## src/design/rivp_pkg.sv

```systemverilog
// Purpose: constants for the reset and interrupt vector placement block
// Assumes: word addressed program memory, two words per vector slot
// Notes: shared by the design and its bench
package rivp_pkg;

  // -------------------------------------------------------------
  // addresses and slots
  // -------------------------------------------------------------
  localparam int ADDR_W = 14;
  localparam int NUM_SRC = 20;
  localparam logic [13:0] RESET_ADDR = 14'h0000;
  localparam logic [13:0] TABLE_OFFSET = 14'h0002;
  localparam int SLOT_SHIFT = 1;

  // -------------------------------------------------------------
  // fuse coding and timing
  // -------------------------------------------------------------
  localparam logic FUSE_PROGRAMMED = 1'b0;
  localparam int UNLOCK_CYCLES = 4;
  localparam logic [2:0] UNLOCK_LOAD = 3'h4;
  localparam logic [1:0] SETTLE_LOAD = 2'h3;

  typedef enum logic [1:0] {
    RIVP_SETTLE,
    RIVP_BOOT,
    RIVP_RUN
  } rivp_phase_type;

endpackage

```

## src/design/rivp_vector_place.sv

```systemverilog
// Purpose: reset target and interrupt vector address generation
// Assumes: requests and control strobes come from logic on clk
// Notes: the fuse is a pin and passes a three stage synchroniser
`timescale 1ns/100ps
module rivp_vector_place #(
  parameter int ADDR_W = rivp_pkg::ADDR_W,
  parameter int NUM_SRC = rivp_pkg::NUM_SRC
) (
  input wire logic clk,
  input wire logic sys_rst,
  input wire logic boot_reset_select_fuse,
  input wire logic [ADDR_W-1:0] boot_reset_addr,
  input wire logic [NUM_SRC-1:0] irq_request,
  input wire logic global_irq_enable,
  input wire logic irq_take,
  input wire logic instr_done,
  input wire logic ctl_write,
  input wire logic ctl_unlock_wr,
  input wire logic ctl_select_wr,
  output logic reset_load_valid,
  output logic [ADDR_W-1:0] pc_load_addr,
  output logic irq_valid,
  output logic [ADDR_W-1:0] irq_vector_addr,
  output logic [4:0] irq_number,
  output logic vector_table_select,
  output logic vector_change_unlock,
  output logic irq_blocked
);

  // -------------------------------------------------------------
  // elaboration checks
  // -------------------------------------------------------------
  // refused while elaborating, so a bad size never reaches a run
  if (NUM_SRC < 1 || NUM_SRC > 32 || ((NUM_SRC + 1) << 1) >= (1 << ADDR_W)) begin
    $error("rivp_vector_place: sources do not fit address width");
  end

  typedef struct packed {
    logic [2:0] fuse_sync;
    logic fuse_prog;
    rivp_pkg::rivp_phase_type phase;
    logic [1:0] settle;
    logic reset_load_valid;
    logic [ADDR_W-1:0] pc_load_addr;
    logic irq_valid;
    logic [ADDR_W-1:0] irq_vector_addr;
    logic [4:0] irq_number;
    logic select;
    logic unlock;
    logic [2:0] unlock_cnt;
    logic post_write;
    logic blocked;
  } rivp_state_type;

  rivp_state_type st;
  rivp_state_type next_st;

  // base plus slot; slot of source i sits two words per step above the table start
  function automatic logic [ADDR_W-1:0] vec_addr(input logic sel,
                                                 input logic [ADDR_W-1:0] boot,
                                                 input logic [4:0] idx);
    logic [ADDR_W-1:0] base;
    logic [ADDR_W-1:0] slot;
    base = sel ? boot : ADDR_W'(rivp_pkg::RESET_ADDR);
    slot = ADDR_W'(rivp_pkg::TABLE_OFFSET) + (ADDR_W'(idx) << rivp_pkg::SLOT_SHIFT);
    return ADDR_W'(base + slot);
  endfunction

  // lowest set bit wins
  function automatic logic [4:0] lowest(input logic [NUM_SRC-1:0] v);
    logic [4:0] r;
    r = 5'h00;
    for (int i = NUM_SRC - 1; i >= 0; i--) begin
      if (v[i]) begin
        r = 5'(i);
      end
    end
    return r;
  endfunction

  logic [NUM_SRC-1:0] pending;
  assign pending = global_irq_enable ? irq_request : '0;

  // -------------------------------------------------------------
  // next state
  // -------------------------------------------------------------
  always_comb begin
    next_st = st;
    next_st.fuse_sync = {st.fuse_sync[1:0], boot_reset_select_fuse};
    next_st.reset_load_valid = 1'b0;
    // reset target waits for the synchroniser to fill and agree
    case (st.phase)
      rivp_pkg::RIVP_SETTLE: begin
        if (st.settle != 2'h0) begin
          next_st.settle = st.settle - 2'h1;
        end else if (st.fuse_sync[1] == st.fuse_sync[2]) begin
          next_st.fuse_prog = (st.fuse_sync[2] == rivp_pkg::FUSE_PROGRAMMED);
          next_st.phase = rivp_pkg::RIVP_BOOT;
        end
      end
      rivp_pkg::RIVP_BOOT: begin
        // fuse alone picks the reset target
        next_st.pc_load_addr = st.fuse_prog ? boot_reset_addr
                                            : ADDR_W'(rivp_pkg::RESET_ADDR);
        next_st.reset_load_valid = 1'b1;
        next_st.phase = rivp_pkg::RIVP_RUN;
      end
      rivp_pkg::RIVP_RUN: begin
        next_st.phase = rivp_pkg::RIVP_RUN;
      end
      default: begin
        next_st.phase = rivp_pkg::RIVP_SETTLE;
      end
    endcase

    // unlock window counts down; expiry clears it
    if (st.unlock) begin
      if (st.unlock_cnt == 3'h1) begin
        next_st.unlock = 1'b0;
      end
      next_st.unlock_cnt = st.unlock_cnt - 3'h1;
    end
    // instruction after the select write ends the hold
    if (st.post_write && instr_done) begin
      next_st.post_write = 1'b0;
    end
    if (ctl_write) begin
      if (ctl_unlock_wr) begin
        next_st.unlock = 1'b1;
        next_st.unlock_cnt = rivp_pkg::UNLOCK_LOAD;
      end else if (st.unlock) begin
        // select moves only inside the window; write also closes it
        next_st.select = ctl_select_wr;
        next_st.unlock = 1'b0;
        next_st.unlock_cnt = 3'h0;
        next_st.post_write = 1'b1;
      end
    end
    // blocking leaves the global enable untouched
    next_st.blocked = next_st.unlock | next_st.post_write;

    // offer one vector at a time; held until taken, withdrawn when blocked
    if (next_st.blocked || st.phase != rivp_pkg::RIVP_RUN) begin
      next_st.irq_valid = 1'b0;
    end else if (st.irq_valid && !irq_take) begin
      next_st.irq_valid = 1'b1;
    end else if (pending != '0 && !(st.irq_valid && irq_take)) begin
      // a slot address is produced only for a pending source
      next_st.irq_valid = 1'b1;
      next_st.irq_number = lowest(pending);
      next_st.irq_vector_addr = vec_addr(st.select, boot_reset_addr,
                                         lowest(pending));
    end else begin
      next_st.irq_valid = 1'b0;
    end
  end

  // -------------------------------------------------------------
  // state register
  // -------------------------------------------------------------
  always_ff @(posedge clk or posedge sys_rst) begin
    if (sys_rst) begin
      st <= '0;
      st.phase <= rivp_pkg::RIVP_SETTLE;
      st.settle <= rivp_pkg::SETTLE_LOAD;
    end else begin
      st <= next_st;
    end
  end

  // outputs straight from the state register
  assign reset_load_valid = st.reset_load_valid;
  assign pc_load_addr = st.pc_load_addr;
  assign irq_valid = st.irq_valid;
  assign irq_vector_addr = st.irq_vector_addr;
  assign irq_number = st.irq_number;
  assign vector_table_select = st.select;
  assign vector_change_unlock = st.unlock;
  assign irq_blocked = st.blocked;

  // -------------------------------------------------------------
  // assertions
  // -------------------------------------------------------------
  property p_reset_target;
    @(posedge clk) disable iff (sys_rst)
    reset_load_valid |-> pc_load_addr == (st.fuse_prog ? $past(boot_reset_addr) : '0);
  endproperty
  a_reset_target: assert property (p_reset_target)
    else $error("reset target wrong");

  property p_fuse_code;
    @(posedge clk) disable iff (sys_rst)
    $rose(reset_load_valid) |-> st.fuse_prog == !$past(st.fuse_sync[2], 2);
  endproperty
  a_fuse_code: assert property (p_fuse_code)
    else $error("fuse coding inverted");

  property p_ext0_slot;
    @(posedge clk) disable iff (sys_rst)
    irq_valid && irq_number == 5'h00 && !vector_table_select |-> irq_vector_addr == 14'h0002;
  endproperty
  a_ext0_slot: assert property (p_ext0_slot)
    else $error("external request 0 slot wrong");

  property p_timer_slot;
    @(posedge clk) disable iff (sys_rst)
    irq_valid && irq_number == 5'h0A && !vector_table_select |-> irq_vector_addr == 14'h0016;
  endproperty
  a_timer_slot: assert property (p_timer_slot)
    else $error("timer overflow slot wrong");

  property p_serial_slot;
    @(posedge clk) disable iff (sys_rst)
    irq_valid && irq_number == 5'h0B && !vector_table_select |-> irq_vector_addr == 14'h0018;
  endproperty
  a_serial_slot: assert property (p_serial_slot)
    else $error("serial transfer slot wrong");

  property p_store_slot;
    @(posedge clk) disable iff (sys_rst)
    irq_valid && irq_number == 5'h13 && !vector_table_select |-> irq_vector_addr == 14'h0028;
  endproperty
  a_store_slot: assert property (p_store_slot)
    else $error("store ready slot wrong");

  property p_moved_table;
    @(posedge clk) disable iff (sys_rst)
    $rose(irq_valid) && vector_table_select && $stable(boot_reset_addr) |->
      irq_vector_addr == 14'(boot_reset_addr + 14'h0002 + (14'(irq_number) << 1));
  endproperty
  a_moved_table: assert property (p_moved_table)
    else $error("moved table address wrong");

  property p_taken_only_pending;
    @(posedge clk) disable iff (sys_rst)
    $rose(irq_valid) |-> (($past(irq_request) >> irq_number) & 1) != 0 && $past(global_irq_enable);
  endproperty
  a_taken_only_pending: assert property (p_taken_only_pending)
    else $error("vector offered without request");

  property p_unlock_expires;
    @(posedge clk) disable iff (sys_rst)
    $rose(vector_change_unlock) |-> ##[1:4] !vector_change_unlock;
  endproperty
  a_unlock_expires: assert property (p_unlock_expires)
    else $error("unlock outlived its window");

  property p_select_guarded;
    @(posedge clk) disable iff (sys_rst)
    $changed(vector_table_select) |-> $past(vector_change_unlock) && !vector_change_unlock;
  endproperty
  a_select_guarded: assert property (p_select_guarded)
    else $error("select changed without unlock");

  property p_block_offer;
    @(posedge clk) disable iff (sys_rst)
    vector_change_unlock || irq_blocked |-> !irq_valid;
  endproperty
  a_block_offer: assert property (p_block_offer)
    else $error("vector offered while blocked");

  property p_lowest_first;
    @(posedge clk) disable iff (sys_rst)
    $rose(irq_valid) |->
      ($past(irq_request) & ((32'h0000_0001 << irq_number) - 32'h0000_0001)) == '0;
  endproperty
  a_lowest_first: assert property (p_lowest_first)
    else $error("lower vector skipped");

endmodule

```

## config.mk

```make
export PLATFORM = sky130hd
export DESIGN_NAME = rivp_vector_place
export DESIGN_NICKNAME = d
export VERILOG_FILES = /design/src/design/rivp_pkg.sv /design/src/design/rivp_vector_place.sv
export SDC_FILE = /design/constraint.sdc
export NUM_CORES = 1
export LEC_CHECK = 0
export BUFFER_PORTS_ARGS = -buffer_cell sky130_fd_sc_hd__buf_2
export CAP_MARGIN = 15
export CORE_ASPECT_RATIO = 0.5
export CORE_UTILIZATION = 47
export CTS_CLUSTER_DIAMETER = 40
export DETAILED_ROUTE_END_ITERATION = 8
export PLACE_DENSITY = 0.72
export SETUP_SLACK_MARGIN = 0.4
export SLEW_MARGIN = 20
export SYNTH_ARGS = -nofsm -noshare
export SYNTH_HDL_FRONTEND = slang
export SYNTH_SLANG_ARGS = --single-unit
```

## constraint.sdc

```tcl
create_clock -name clk -period 3.15 [get_ports clk]
set_input_delay 0.63 -clock clk [delete_from_list [all_inputs] [get_ports clk]]
set_output_delay 0.63 -clock clk [all_outputs]
set_load 0.005 [all_outputs]
```

==> results of run 1 <==
-- cell usage in the layout, fill, tap and decap left out, types with 3 or more instances in the layout --
cell type	instances
xnor2_1	8
buf_2	77
and2_1	5
ha_1	15
inv_2	3
mux2_1	7
nor3_1	3
nand3_1	19
buf_4	16
nor2_1	8
xor2_1	3
o41ai_2	3
dfrtp_1	48
o21ai_1	23
nand2b_1	4
nor2b_1	3
clkbuf_16	5
a21oi_1	5
o21ai_0	14
buf_6	3
nand2_1	33
inv_1	29
-- area by class of cell --
type | instances | area [sq um] | share of cell area, %
well taps | 88 | 110.1 | 3.077
repair buffers | 96 | 539.3 | 15.07
flip-flops and latches | 50 | 1254 | 35.03
inverters | 33 | 125.1 | 3.497
clock inverters | 1 | 30.03 | 0.8392
clock buffers | 7 | 132.6 | 3.706
multi-input cells | 194 | 1388 | 38.78
-- through the flow --
step	utilization, %	instances	hold WS [ps]	total power, mW
after floorplan	-	319	331.2	1.223
after global placement	54.96	460	339.4	1.311
after detailed placement	54.96	460	337.8	1.329
after CTS	58.83	469	352.0	1.944
after global routing	58.85	469	360.3	2.044
final	58.85	469	349.1	1.926
-- per-layer routing --
| metal | vias up | track usage (%) | share of wire, % |
|---|---|---|---|
| met2 | 42 | 31.77 | 46 |
| met1 | 1129 | 26.32 | 49 |
| met3 | 7 | 4.079 | 4.3 |
| met5 | - | 0 | 0 |
| li1 | 1178 | - | - |
| met4 | 0 | 4.824 | 0.67 |
-- cell usage after synthesis, drive strengths merged, types with 2 or more instances --
cell,n
xor2,3
a21oi,6
a31oi,2
nor3,3
nand2,33
mux2,7
nand3,19
nand4,2
nor2b,4
a21o,2
dfrtp,48
dfstp,2
ha,17
clkbuf,6
xnor2,8
buf,36
a21boi,3
inv,33
o311ai,3
o41ai,5
and2,5
nor2,8
nand2b,4
a211oi,4
and3,2
o21ai,38
-- sequential cells by signal, indices dropped and copies added, names as in the netlist, named ones only --
signal                flops
pc_load_addr             14
next_st                   2
vector_table_select       1
irq_valid                 1
reset_load_valid          1
vector_change_unlock      1
irq_number                5
st                        8
irq_vector_addr          14
irq_blocked               1
-- kinds of logic after synthesis --
logic type | Yosys count
XOR/XNOR | 11
AO/OA/AOI/OAI | 72
buffers and inverters | 75
AND/OR/NAND/NOR | 86
flip-flops | 50
adder cells (fa/ha/maj) | 18
multiplexers | 7
-- power by group --
part / internal [mW] / switching (mW) / total (mW) / leakage [nW]
clock network: 0.376 / 0.224 / 0.599 / 0.0781
logic: 0.242 / 0.255 / 0.497 / 1.10
registers: 0.756 / 0.0735 / 0.829 / 0.608
total: 1.37 / 0.552 / 1.93 / 1.78
-- repair_timing --
action	in CTS	in global routing
endpoints found under the setup margin	11	9
setup buffers	1	0
pin swaps	5	1
gates resized for setup	11	1
-- worst paths after layout --
path                                                    to  cells after the start
max                         irq_vector_addr[8]$_DFFE_PP0P_                     14
min                                  next_st[49]$_DFF_PP0_                      0
max reg2reg                 irq_vector_addr[8]$_DFFE_PP0P_                      9
min reg2reg                          next_st[49]$_DFF_PP0_                      0
max in group asynchronous  irq_vector_addr[12]$_DFFE_PP0P_                      2
min in group asynchronous                  st[2]$_DFF_PP0_                      2
==> summary.md, run 1 <==
| Metric | Value |
|---|---|
| Outcome | completed |
| Area Overhead vs Synth | 20.62% |
| Leak | 1.782 nW |
| I/O Buffers | 80 |
| Routed length per instance | 13.10 um |
| Hold buffers post-CTS | 0 |
| Max-slew violations | 0 |
| Bufs and invs on worst path | 2 |
| Vias | 2356 |
| VDD IR max | 285.9 uV |
| Slowest CP cell | fa_2 |
| CP Launch Point | irq_request[7] |
| # rows | 20 |
| CP arrival | 3070 ps |
| Total CTS buffers | 5 |
| Startpoint types | input port |
| Post-route ant nets | 0 |
| Power per Cell Area | 538.3 mW/mm^2 |
| Top cells by area, synth | dfrtp_1 40%, buf_4 8.6%, ha_1 7.2% |
| # Max-Cap Violations | 0 |
| Placement Cell Area | 0.003342 sq mm |
| FMAX | 346.7 MHz |
| R2r setup slk | 730 ps |
| Clock sinks | 50 |
| Placeable Area | 0.006081 sq mm |
| EDFF count, synth | 0 |
| Vias in the first global route | 2229 |
| CTS root buf | clkbuf_16 |
| Routed WL | 6146 um |
| Worst setup margin | 266.0 ps |
| CTS max path bufs | 2 |
| Hpwl dp | 4650 um |
| Top Ports | 81 |
| Total Routing Usage GR | 19.29% |
| Fill cells | 526 |
| Inserted Diodes | 0 |
| CP cell instances | buf_6, or2_4, a2111oi_4, a211oi_1, o311ai_2, ha_2, inv_2, ha_4, fa_2, a211oi_2, o21bai_1, nand2_1, xor2_1, o31ai_1 |
| Compound-Gate Fraction of Synth Area | 16.20% |
| Seq/Total Area, Yosys | 42.26% |
| Grt total ovfl | 0 |
| #FFs+latches synth | 50 |
| Largest net degree at the start of global routing | 51 |
| Hold path start | next_st[48]$_DFF_PP0_ |
| Remaining DRCs | 0 |
| Actual slew at the worst max-slew pin | 905.1 ps |
| Mapped cell area | 0.002967 sq mm |
| DIE AREA | 0.006653 sq mm |
| CTS H-tree depth | 2 |
| Clock transition at the registers of the reported paths | 60 ps |
| Adder-Cell Fraction of Synth Area | 7.845% |
| Clk_lat worst skew | 290 ps |
| Primary FF master, synth | dfrtp_1 |
| DRT Pass-1 Iters | 4 |
| Dpl ws | -244.9 ps |
| Share of post-route cells with drive strength above 1 | 32.81% |
| Post-synthesis xor/xnor area fraction | 3.248% |
| RSZ-0062 raised after global routing | yes |
| Post-Synth Simple-Gate Area | 13.92% |
| Hold Violations, Final | 0 |
| Multiplexer share of the synthesized area | 2.657% |
| Async SR Flop Fraction | 100.0% |
| Syn. warnings | 0 |
| Crit. End Element | flip-flop |
| Syn Area/Cell | 9.300 sq um |
| Launch point of the worst reg-to-reg path | vector_table_select$_DFFE_PP0P_ |
| Crit path time final | 2884 ps |
| GP Congestion | 0.7873 |
| Worst EP required | 3340 ps |
| Slew Limit Headroom | 39.66% |
| Initial antenna violation count | 0 |
| Critical path class | in -> reg |
| Post-route cell area | 0.003578 sq mm |
| Max Clock Skew | 3.180 ps |
| Iteration-0 DRC Markers | 116 |
| Clock tree from TritonCTS | built |
| Largest family of logic cells by synthesized area | compound AO/OA/AOI/OAI gates |
| Die width | 114.4 um |
| Nets | 441 |
| Initial Util | 48.79% |
| Die Y | 58.18 um |
| TNS Setup | 0 ps |
| Netlist cell types | 47 |
| Slowest stage delay, CP | 360 ps |
| Vias per cell | 5.023 |
| Post-synth top area share | 40.49% |
| Post-synthesis cell count | 319 |
| Endpoints failing setup | 0 |
| Delay-heaviest family, CP | compound AO/OA/AOI/OAI gates |
| First-pass GRT wire length | 10070 um |
| Critical path peak fanout | 3 |
| Syn_nets | 380 |
| Synth area leader | dfrtp_1 |
| Ratio of final minimum period to clock period | 91.55% |
| Worst Hold Class | reg -> reg |
(Power assumes the default switching activity.)
==> run 2: changes to the inputs <==
--- a/config.mk
+++ b/config.mk
@@ -11,9 +11,9 @@
 export CORE_UTILIZATION = 47
 export CTS_CLUSTER_DIAMETER = 40
 export DETAILED_ROUTE_END_ITERATION = 8
-export PLACE_DENSITY = 0.72
+export PLACE_DENSITY = 0.83
 export SETUP_SLACK_MARGIN = 0.4
-export SLEW_MARGIN = 20
+export SLEW_MARGIN = 40
 export SYNTH_ARGS = -nofsm -noshare
 export SYNTH_HDL_FRONTEND = slang
 export SYNTH_SLANG_ARGS = --single-unit
==> run 2 against run 1 <==
Against the previous run: combinational power rose by 12%; sequential power rose by 0.5%; register-to-register slack barely moved; largest power group unchanged; highest routed layer unchanged; sequential share of layout area fell by 1.3 points; final cell count rose by 1.5%.
==> summary.md, run 2 (synthesis gave the netlist of run 1 again) <==
| Metric | Value |
|---|---|
| Area Overhead vs Synth | 25.26% |
| Endpoints failing setup | 0 (unchanged) |
| Die width | 114.4 um (unchanged) |
| Grt total ovfl | 0 (unchanged) |
| R2r setup slk | 720 ps (about the same) |
| Power share of the clock group | 27.7% (-3.4 points) |
| Total Routing Usage GR | 20.94% (+1.7 points) |
| Critical path class | in -> reg |
| Dpl ws | -140.9 ps (+104.1 ps) |
| Actual slew at the worst max-slew pin | 597.4 ps (-307.7 ps) |
| Placeable Area | 0.006081 sq mm (unchanged) |
| Critical path peak fanout | 3 (unchanged) |
| Startpoint types | input port |
| Commonest non-fill, non-tap cell in the layout | buf_2 |
| Share of post-route cells with drive strength above 1 | 37.11% (+4.3 points) |
| Pwr Total | 1.926 mW (about the same) |
| Clock sinks | 50 (unchanged) |
| Clk_lat worst skew | 290 ps (about the same) |
| Slowest CP cell | fa_2 |
| CP cell instances | buf_6, or2_4, a2111oi_4, a211oi_2, o311ai_2, ha_2, inv_2, ha_4, fa_2, a211oi_2, o21bai_2, nand3_1, xnor2_1, o21ai_1 |
| Max Clock Skew | 5.216 ps (+2.036 ps) |
| I/O Buffers | 80 (unchanged) |
| Leak | 1.835 nW (+3.0%) |
| CP Launch Point | irq_request[7] |
| First-pass GRT wire length | 10900 um (+8.2%) |
| Vias per cell | 5.210 (+3.7%) |
| Slew Limit Headroom | 60.12% (+20 points) |
| Logic gate share of total power | 29.0% (+3.2 points) |
| CTS max path bufs | 2 (unchanged) |
| Worst Hold Class | reg -> reg |
| Slowest stage delay, CP | 360 ps (about the same) |
| Fill cells | 447 (-15%) |
| Delay-heaviest family, CP | compound AO/OA/AOI/OAI gates |
| Launch point of the worst reg-to-reg path | vector_table_select$_DFFE_PP0P_ |
| Sw power | 0.6042 mW (+9.4%) |
| CTS H-tree depth | 2 (unchanged) |
| Vias | 2480 (+5.3%) |
| Die Y | 58.18 um (unchanged) |
| Internal | 1.322 mW (-3.8%) |
| Initial antenna violation count | 0 (unchanged) |
| Power per Cell Area | 518.4 mW/mm^2 (-3.7%) |
| DIE AREA | 0.006653 sq mm (unchanged) |
| Largest net degree at the start of global routing | 31 (-39%) |
| Hold buffers post-CTS | 0 (unchanged) |
| Worst setup margin | 153.4 ps (-112.6 ps) |
| Crit path time final | 2997 ps (+112.6 ps) |
| Top Ports | 81 (unchanged) |
| Max-slew violations | 0 (unchanged) |
| GP Congestion | 0.8584 (+9.0%) |
| Post-route ant nets | 0 (unchanged) |
| Inserted Diodes | 0 (unchanged) |
| VDD IR max | 240.3 uV (-16%) |
| RSZ-0062 raised after global routing | yes |
| Remaining DRCs | 0 (unchanged) |
| Outcome | completed |
| Sequential share of power | 43.3% (+0.2 points) |
| Vias in the first global route | 2299 (+3.1%) |
| Routed WL | 7202 um (+17%) |
| # Max-Cap Violations | 0 (unchanged) |
| CP arrival | 3170 ps (+100 ps) |
| Clock transition at the registers of the reported paths | 60 ps (about the same) |
| Most frequent cells in the layout | 76 x buf_2, 48 x dfrtp_1, 33 x nand2_1 |
| Routed length per instance | 15.13 um (+15%) |
| Iteration-0 DRC Markers | 188 (+62%) |
| WHS | 347.5 ps (-1.562 ps) |
| FMAX | 333.7 MHz (-3.8%) |
| CTS root buf | clkbuf_16 |
| Sw Ratio | 31.36% (+2.7 points) |
| Top cell by count, worst path | a211oi_2 |
| Crit. End Element | flip-flop |
| Clock tree from TritonCTS | built |
| # rows | 20 (unchanged) |
| Initial Util | 48.79% (unchanged) |
| Nets | 448 (+1.6%) |
| Hold Violations, Final | 0 (unchanged) |
| Ratio of final minimum period to clock period | 95.13% (+3.6 points) |
| Total CTS buffers | 5 (unchanged) |
| Worst EP required | 3330 ps (about the same) |
| Bufs and invs on worst path | 2 (unchanged) |
| DRT Pass-1 Iters | 4 (unchanged) |
| Hold path start | next_st[48]$_DFF_PP0_ |
| Post-route core utilization | 61.11% (+2.3 points) |
| Hpwl dp | 4622 um (-0.59%) |
run 2: cell count changes in the layout (fill, tap and decap cells not counted), moves of 2 or more:
cell,previous run,this run
buf_4,16,22
buf_6,3,5
ha_1,15,12
ha_4,1,3
inv_2,3,5
o21ai_1,23,21
o21ai_2,1,3
o41ai_2,3,1
o41ai_4,1,3
run 2: area by class of cell:
type | instances | area, sq um | share of cell area [%]
clock buffer | 6 | 128.9 | 3.468
sequential | 50 | 1254 | 33.74
clock inverter | 2 | 13.76 | 0.3704
multi-input combinational | 194 | 1484 | 39.93
timing repair buffer | 103 | 601.8 | 16.20
tap | 88 | 110.1 | 2.963
inverter | 33 | 123.9 | 3.333
run 2: worst paths after layout:
check                                                  end  cells past startpoint
max                        irq_vector_addr[10]$_DFFE_PP0P_                     14
min                                  next_st[49]$_DFF_PP0_                      0
max reg2reg                irq_vector_addr[10]$_DFFE_PP0P_                      9
min reg2reg                          next_st[49]$_DFF_PP0_                      0
max in group asynchronous   irq_vector_addr[3]$_DFFE_PP0P_                      3
min in group asynchronous       reset_load_valid$_DFF_PP0_                      2
run 2: repair_timing:
| item | 4_1_cts | 5_1_grt |
|---|---|---|
| setup endpoints to repair | 8 | 11 |
| buffers inserted | 6 | 3 |
| pin swaps | 18 | 15 |
| resized for setup | 11 | 18 |
run 2: stage by stage:
step | cell area [sq um] | cells | setup TNS [ps]
after floorplan | 3007 | 319 | 0
after global placement | 3334 | 459 | -316.1
after detailed placement | 3334 | 459 | -691.8
after CTS | 3590 | 473 | 0
after global routing | 3716 | 476 | 0
final | 3716 | 476 | 0
run 2: routing by layer:
layer | global-route usage (%) | routed length [um] | up-vias | part of all wire, %
li1 | - | - | 1198 | -
met1 | 27.43 | 3286 | 1219 | 46
met2 | 35.50 | 3571 | 53 | 50
met3 | 4.707 | 283 | 10 | 3.9
met4 | 5.937 | 60 | 0 | 0.83
met5 | 0 | 0 | - | 0
run 2: power groups by stage:
stage                     sequential [mW]  combinational [mW]  clock, mW
final                               0.833               0.558      0.534
after global routing                0.845               0.615      0.569
after CTS                           0.833               0.515      0.532
after detailed placement            0.844               0.489          0
after global placement              0.838               0.479          0
after floorplan                     0.820               0.404          0
==> run 3: changes to the inputs <==
--- a/config.mk
+++ b/config.mk
@@ -5,6 +5,8 @@
 export SDC_FILE = /design/constraint.sdc
 export NUM_CORES = 1
 export LEC_CHECK = 0
+export ABC_AREA = 1
+export ABC_CLOCK_PERIOD_IN_PS = 3150
 export BUFFER_PORTS_ARGS = -buffer_cell sky130_fd_sc_hd__buf_2
 export CAP_MARGIN = 15
 export CORE_ASPECT_RATIO = 0.5
==> run 3 against run 2 <==
Against the previous run: cell area increased by 2.0%; fmax increased by 2.4%; worst setup slack improved by 69 ps; synthesized cell count increased by 15%; clock power increased by 15%; sequential power increased by 2%.
==> summary.md, run 3 <==
| Metric | Value |
|---|---|
| Syn_nets | 428 (+13%) |
| First-pass GRT wire length | 10670 um (-2.0%) |
| Initial antenna violation count | 0 (unchanged) |
| Startpoint types | input port |
| CTS max path bufs | 2 (unchanged) |
| Max-slew violations | 0 (unchanged) |
| Iteration-0 DRC Markers | 100 (-47%) |
| Crit path time final | 2928 ps (-69.05 ps) |
| Synth area leader | dfrtp_1 |
| Slowest CP cell | ha_2 |
| Post-route cell area | 0.003789 sq mm (+2.0%) |
| Combined area of the multi-input logic cells | 0.001435 sq mm (-3.3%) |
| Actual slew at the worst max-slew pin | 614.4 ps (+17.00 ps) |
| Inserted Diodes | 0 (unchanged) |
| Top Ports | 81 (unchanged) |
| Primary FF master, synth | dfrtp_1 |
| Remaining DRCs | 0 (unchanged) |
| Top cell by count, worst path | nand2_1 |
| Fill cells | 541 (+21%) |
| GR peak layer | met2 |
| Hold Violations, Final | 0 (unchanged) |
| Vias per cell | 4.764 (-8.6%) |
| Worst Hold Class | reg -> reg |
| Slowest stage delay, CP | 180 ps (-180 ps) |
| Post-route ant nets | 0 (unchanged) |
| #FFs+latches synth | 50 (unchanged) |
| Met2 GRT Util | 37.87% (+2.4 points) |
| Grt total ovfl | 0 (unchanged) |
| DRT Pass-1 Iters | 4 (unchanged) |
| Post-synth top area share | 40.05% (-0.44 points) |
| Initial Util | 49.12% (+0.33 points) |
| Max Clock Skew | 6.046 ps (+0.8304 ps) |
| GP Congestion | 0.7818 (-8.9%) |
| Most frequent cells in the layout | 97 x nand2_1, 78 x buf_2, 48 x dfrtp_1 |
| Vias in the first global route | 2456 (+6.8%) |
| Clock tree from TritonCTS | built |
| Syn. warnings | 0 (unchanged) |
| CP arrival | 3110 ps (-60 ps) |
| Die Y | 58.49 um (+0.52%) |
| Critical path class | in -> reg |
| Commonest non-fill, non-tap cell in the layout | nand2_1 |
| Endpoints failing setup | 0 (unchanged) |
| Crit. End Element | flip-flop |
| Top cells by count, synth | 104 x nand2_1, 48 x dfrtp_1, 40 x inv_1 |
| Placeable Area | 0.006106 sq mm (+0.41%) |
| CTS root buf | clkbuf_16 |
| WHS | 347.7 ps (+0.2140 ps) |
| FMAX | 341.6 MHz (+2.4%) |
| Hold buffers post-CTS | 0 (unchanged) |
| Seq/Total Area, Yosys | 41.80% (-0.46 points) |
| Most common cell in the netlist | nand2_1 |
| Syn Area/Cell | 8.172 sq um (-12%) |
| # rows | 20 (unchanged) |
| Routed length per instance | 12.58 um (-17%) |
| Outcome | completed |
| Post-route core utilization | 62.05% (+0.94 points) |
| Total Routing Usage GR | 20.46% (-0.48 points) |
| Vias | 2520 (+1.6%) |
| I/O Buffers | 80 (unchanged) |
| Leak | 2.021 nW (+10%) |
| Post-synthesis cell count | 367 (+15%) |
| Routed WL | 6654 um (-7.6%) |
| DIE AREA | 0.006724 sq mm (+1.1%) |
| Ratio of final minimum period to clock period | 92.94% (-2.2 points) |
| Worst EP required | 3330 ps (about the same) |
| Nets | 501 (+12%) |
| RSZ-0062 raised after global routing | yes |
| Async SR Flop Fraction | 100.0% (unchanged) |
| Clock sinks | 50 (unchanged) |
| Pwr Total | 2.087 mW (+8.3%) |
| EDFF count, synth | 0 (unchanged) |
| Critical path peak fanout | 2 (-1) |
| GR Layer Usage met1 | 24.85% (-2.6 points) |
| Met3 usage | 4.531% (-0.18 points) |
| Power per Cell Area | 550.8 mW/mm^2 (+6.3%) |
| Die width | 115.0 um (+0.54%) |
| Total CTS buffers | 5 (unchanged) |
| Mapped cell area | 0.002999 sq mm (+1.1%) |
| Share of post-route cells with drive strength above 1 | 37.87% (+0.76 points) |
| Hpwl dp | 4422 um (-4.3%) |
| VDD IR max | 226.2 uV (-5.8%) |
| Clk_lat worst skew | 290 ps (about the same) |
| Register Area | 0.001254 sq mm (unchanged) |
| Top cells by area, synth | dfrtp_1 40%, nand2_1 13%, buf_4 8.3% |
| CTS H-tree depth | 2 (unchanged) |
| Non-Filler Instances | 529 (+11%) |
| Clock transition at the registers of the reported paths | 70 ps (about the same) |
| Placement Cell Area | 0.003376 sq mm (+1.2%) |
| Slew Limit Headroom | 59.04% (-1.1 points) |
| Netlist cell types | 31 (-34%) |
| Post-Place Cells | 511 (+11%) |
| # Max-Cap Violations | 0 (unchanged) |
| Area Overhead vs Synth | 26.32% |
| Largest net degree at the start of global routing | 51 (+65%) |
==> run 3: logic make-up (layout without fill, tap and decap cells) <==
logic type / Yosys count / in the layout / share of synthesized area [%]
xor+xnor: 10 / 10 / 2.920
compound gates: 50 / 50 / 9.095
flops: 50 / 50 / 41.80
buf+inv: 85 / 159 / 16.31
simple gates: 153 / 153 / 21.74
fa+ha+maj: 18 / 18 / 7.760
mux: 1 / 1 / 0.3754
==> run 3: layout make-up <==
class	instances	area share (%)
multi-input cells	232	37.88
well taps	88	2.906
clock inverters	3	1.189
flip-flops and latches	50	33.09
repair buffers	109	17.40
inverters	42	4.227
clock buffers	5	3.303
==> run 3: stage by stage <==
| stage | setup WS (ps) | setup TNS (ps) |
|---|---|---|
| 2_1_floorplan | 127.1 | 0 |
| 3_3_place_gp | -102.8 | -308.9 |
| 3_5_place_dp | -172.5 | -593.3 |
| 4_1_cts | 239.1 | 0 |
| 5_1_grt | -12.47 | -25.46 |
| 6_report | 222.5 | 0 |
==> run 3: worst max-delay path: cells and delay by family <==
family,cells,cell delay (ps)
simple gates,24,1330
buf+inv,5,430
fa+ha+maj,2,320
compound gates,2,240
xor+xnor,1,150
==> run 3: power breakdown <==
group	switching, mW	internal [mW]	leakage [nW]
logic	0.328	0.295	1.34
clock network	0.238	0.374	0.0760
registers	0.0835	0.767	0.610
total	0.650	1.44	2.02
==> run 3: layer usage <==
metal	share of wire, %	vias to the layer above
li1	-	1272
met1	44	1191
met2	52	53
met3	3.8	4
met4	0.42	0
met5	0	-
==> run 3: worst paths after layout <==
kind | from | endpoint | slack, ps | cells after the start
max reg2reg | vector_table_select$_DFFE_PP0P_ | irq_vector_addr[13]$_DFFE_PP0P_ | 560 | 15
max in group asynchronous | sys_rst | pc_load_addr[12]$_DFFE_PP0P_ | 2310 | 2
min reg2reg | next_st[48]$_DFF_PP0_ | next_st[49]$_DFF_PP0_ | 350 | 0
min | next_st[48]$_DFF_PP0_ | next_st[49]$_DFF_PP0_ | 350 | 0
min in group asynchronous | sys_rst | next_st[48]$_DFF_PP0_ | 410 | 2
max | irq_request[18] | irq_vector_addr[13]$_DFFE_PP0P_ | 220 | 34
==> run 3: repair_timing <==
action                                  4_1_cts  5_1_grt
pin swaps                                    21       13
hold endpoints to repair                      0        0
endpoints found under the setup margin        8       10
buffers inserted                              9        1
gates resized for setup                      18       16
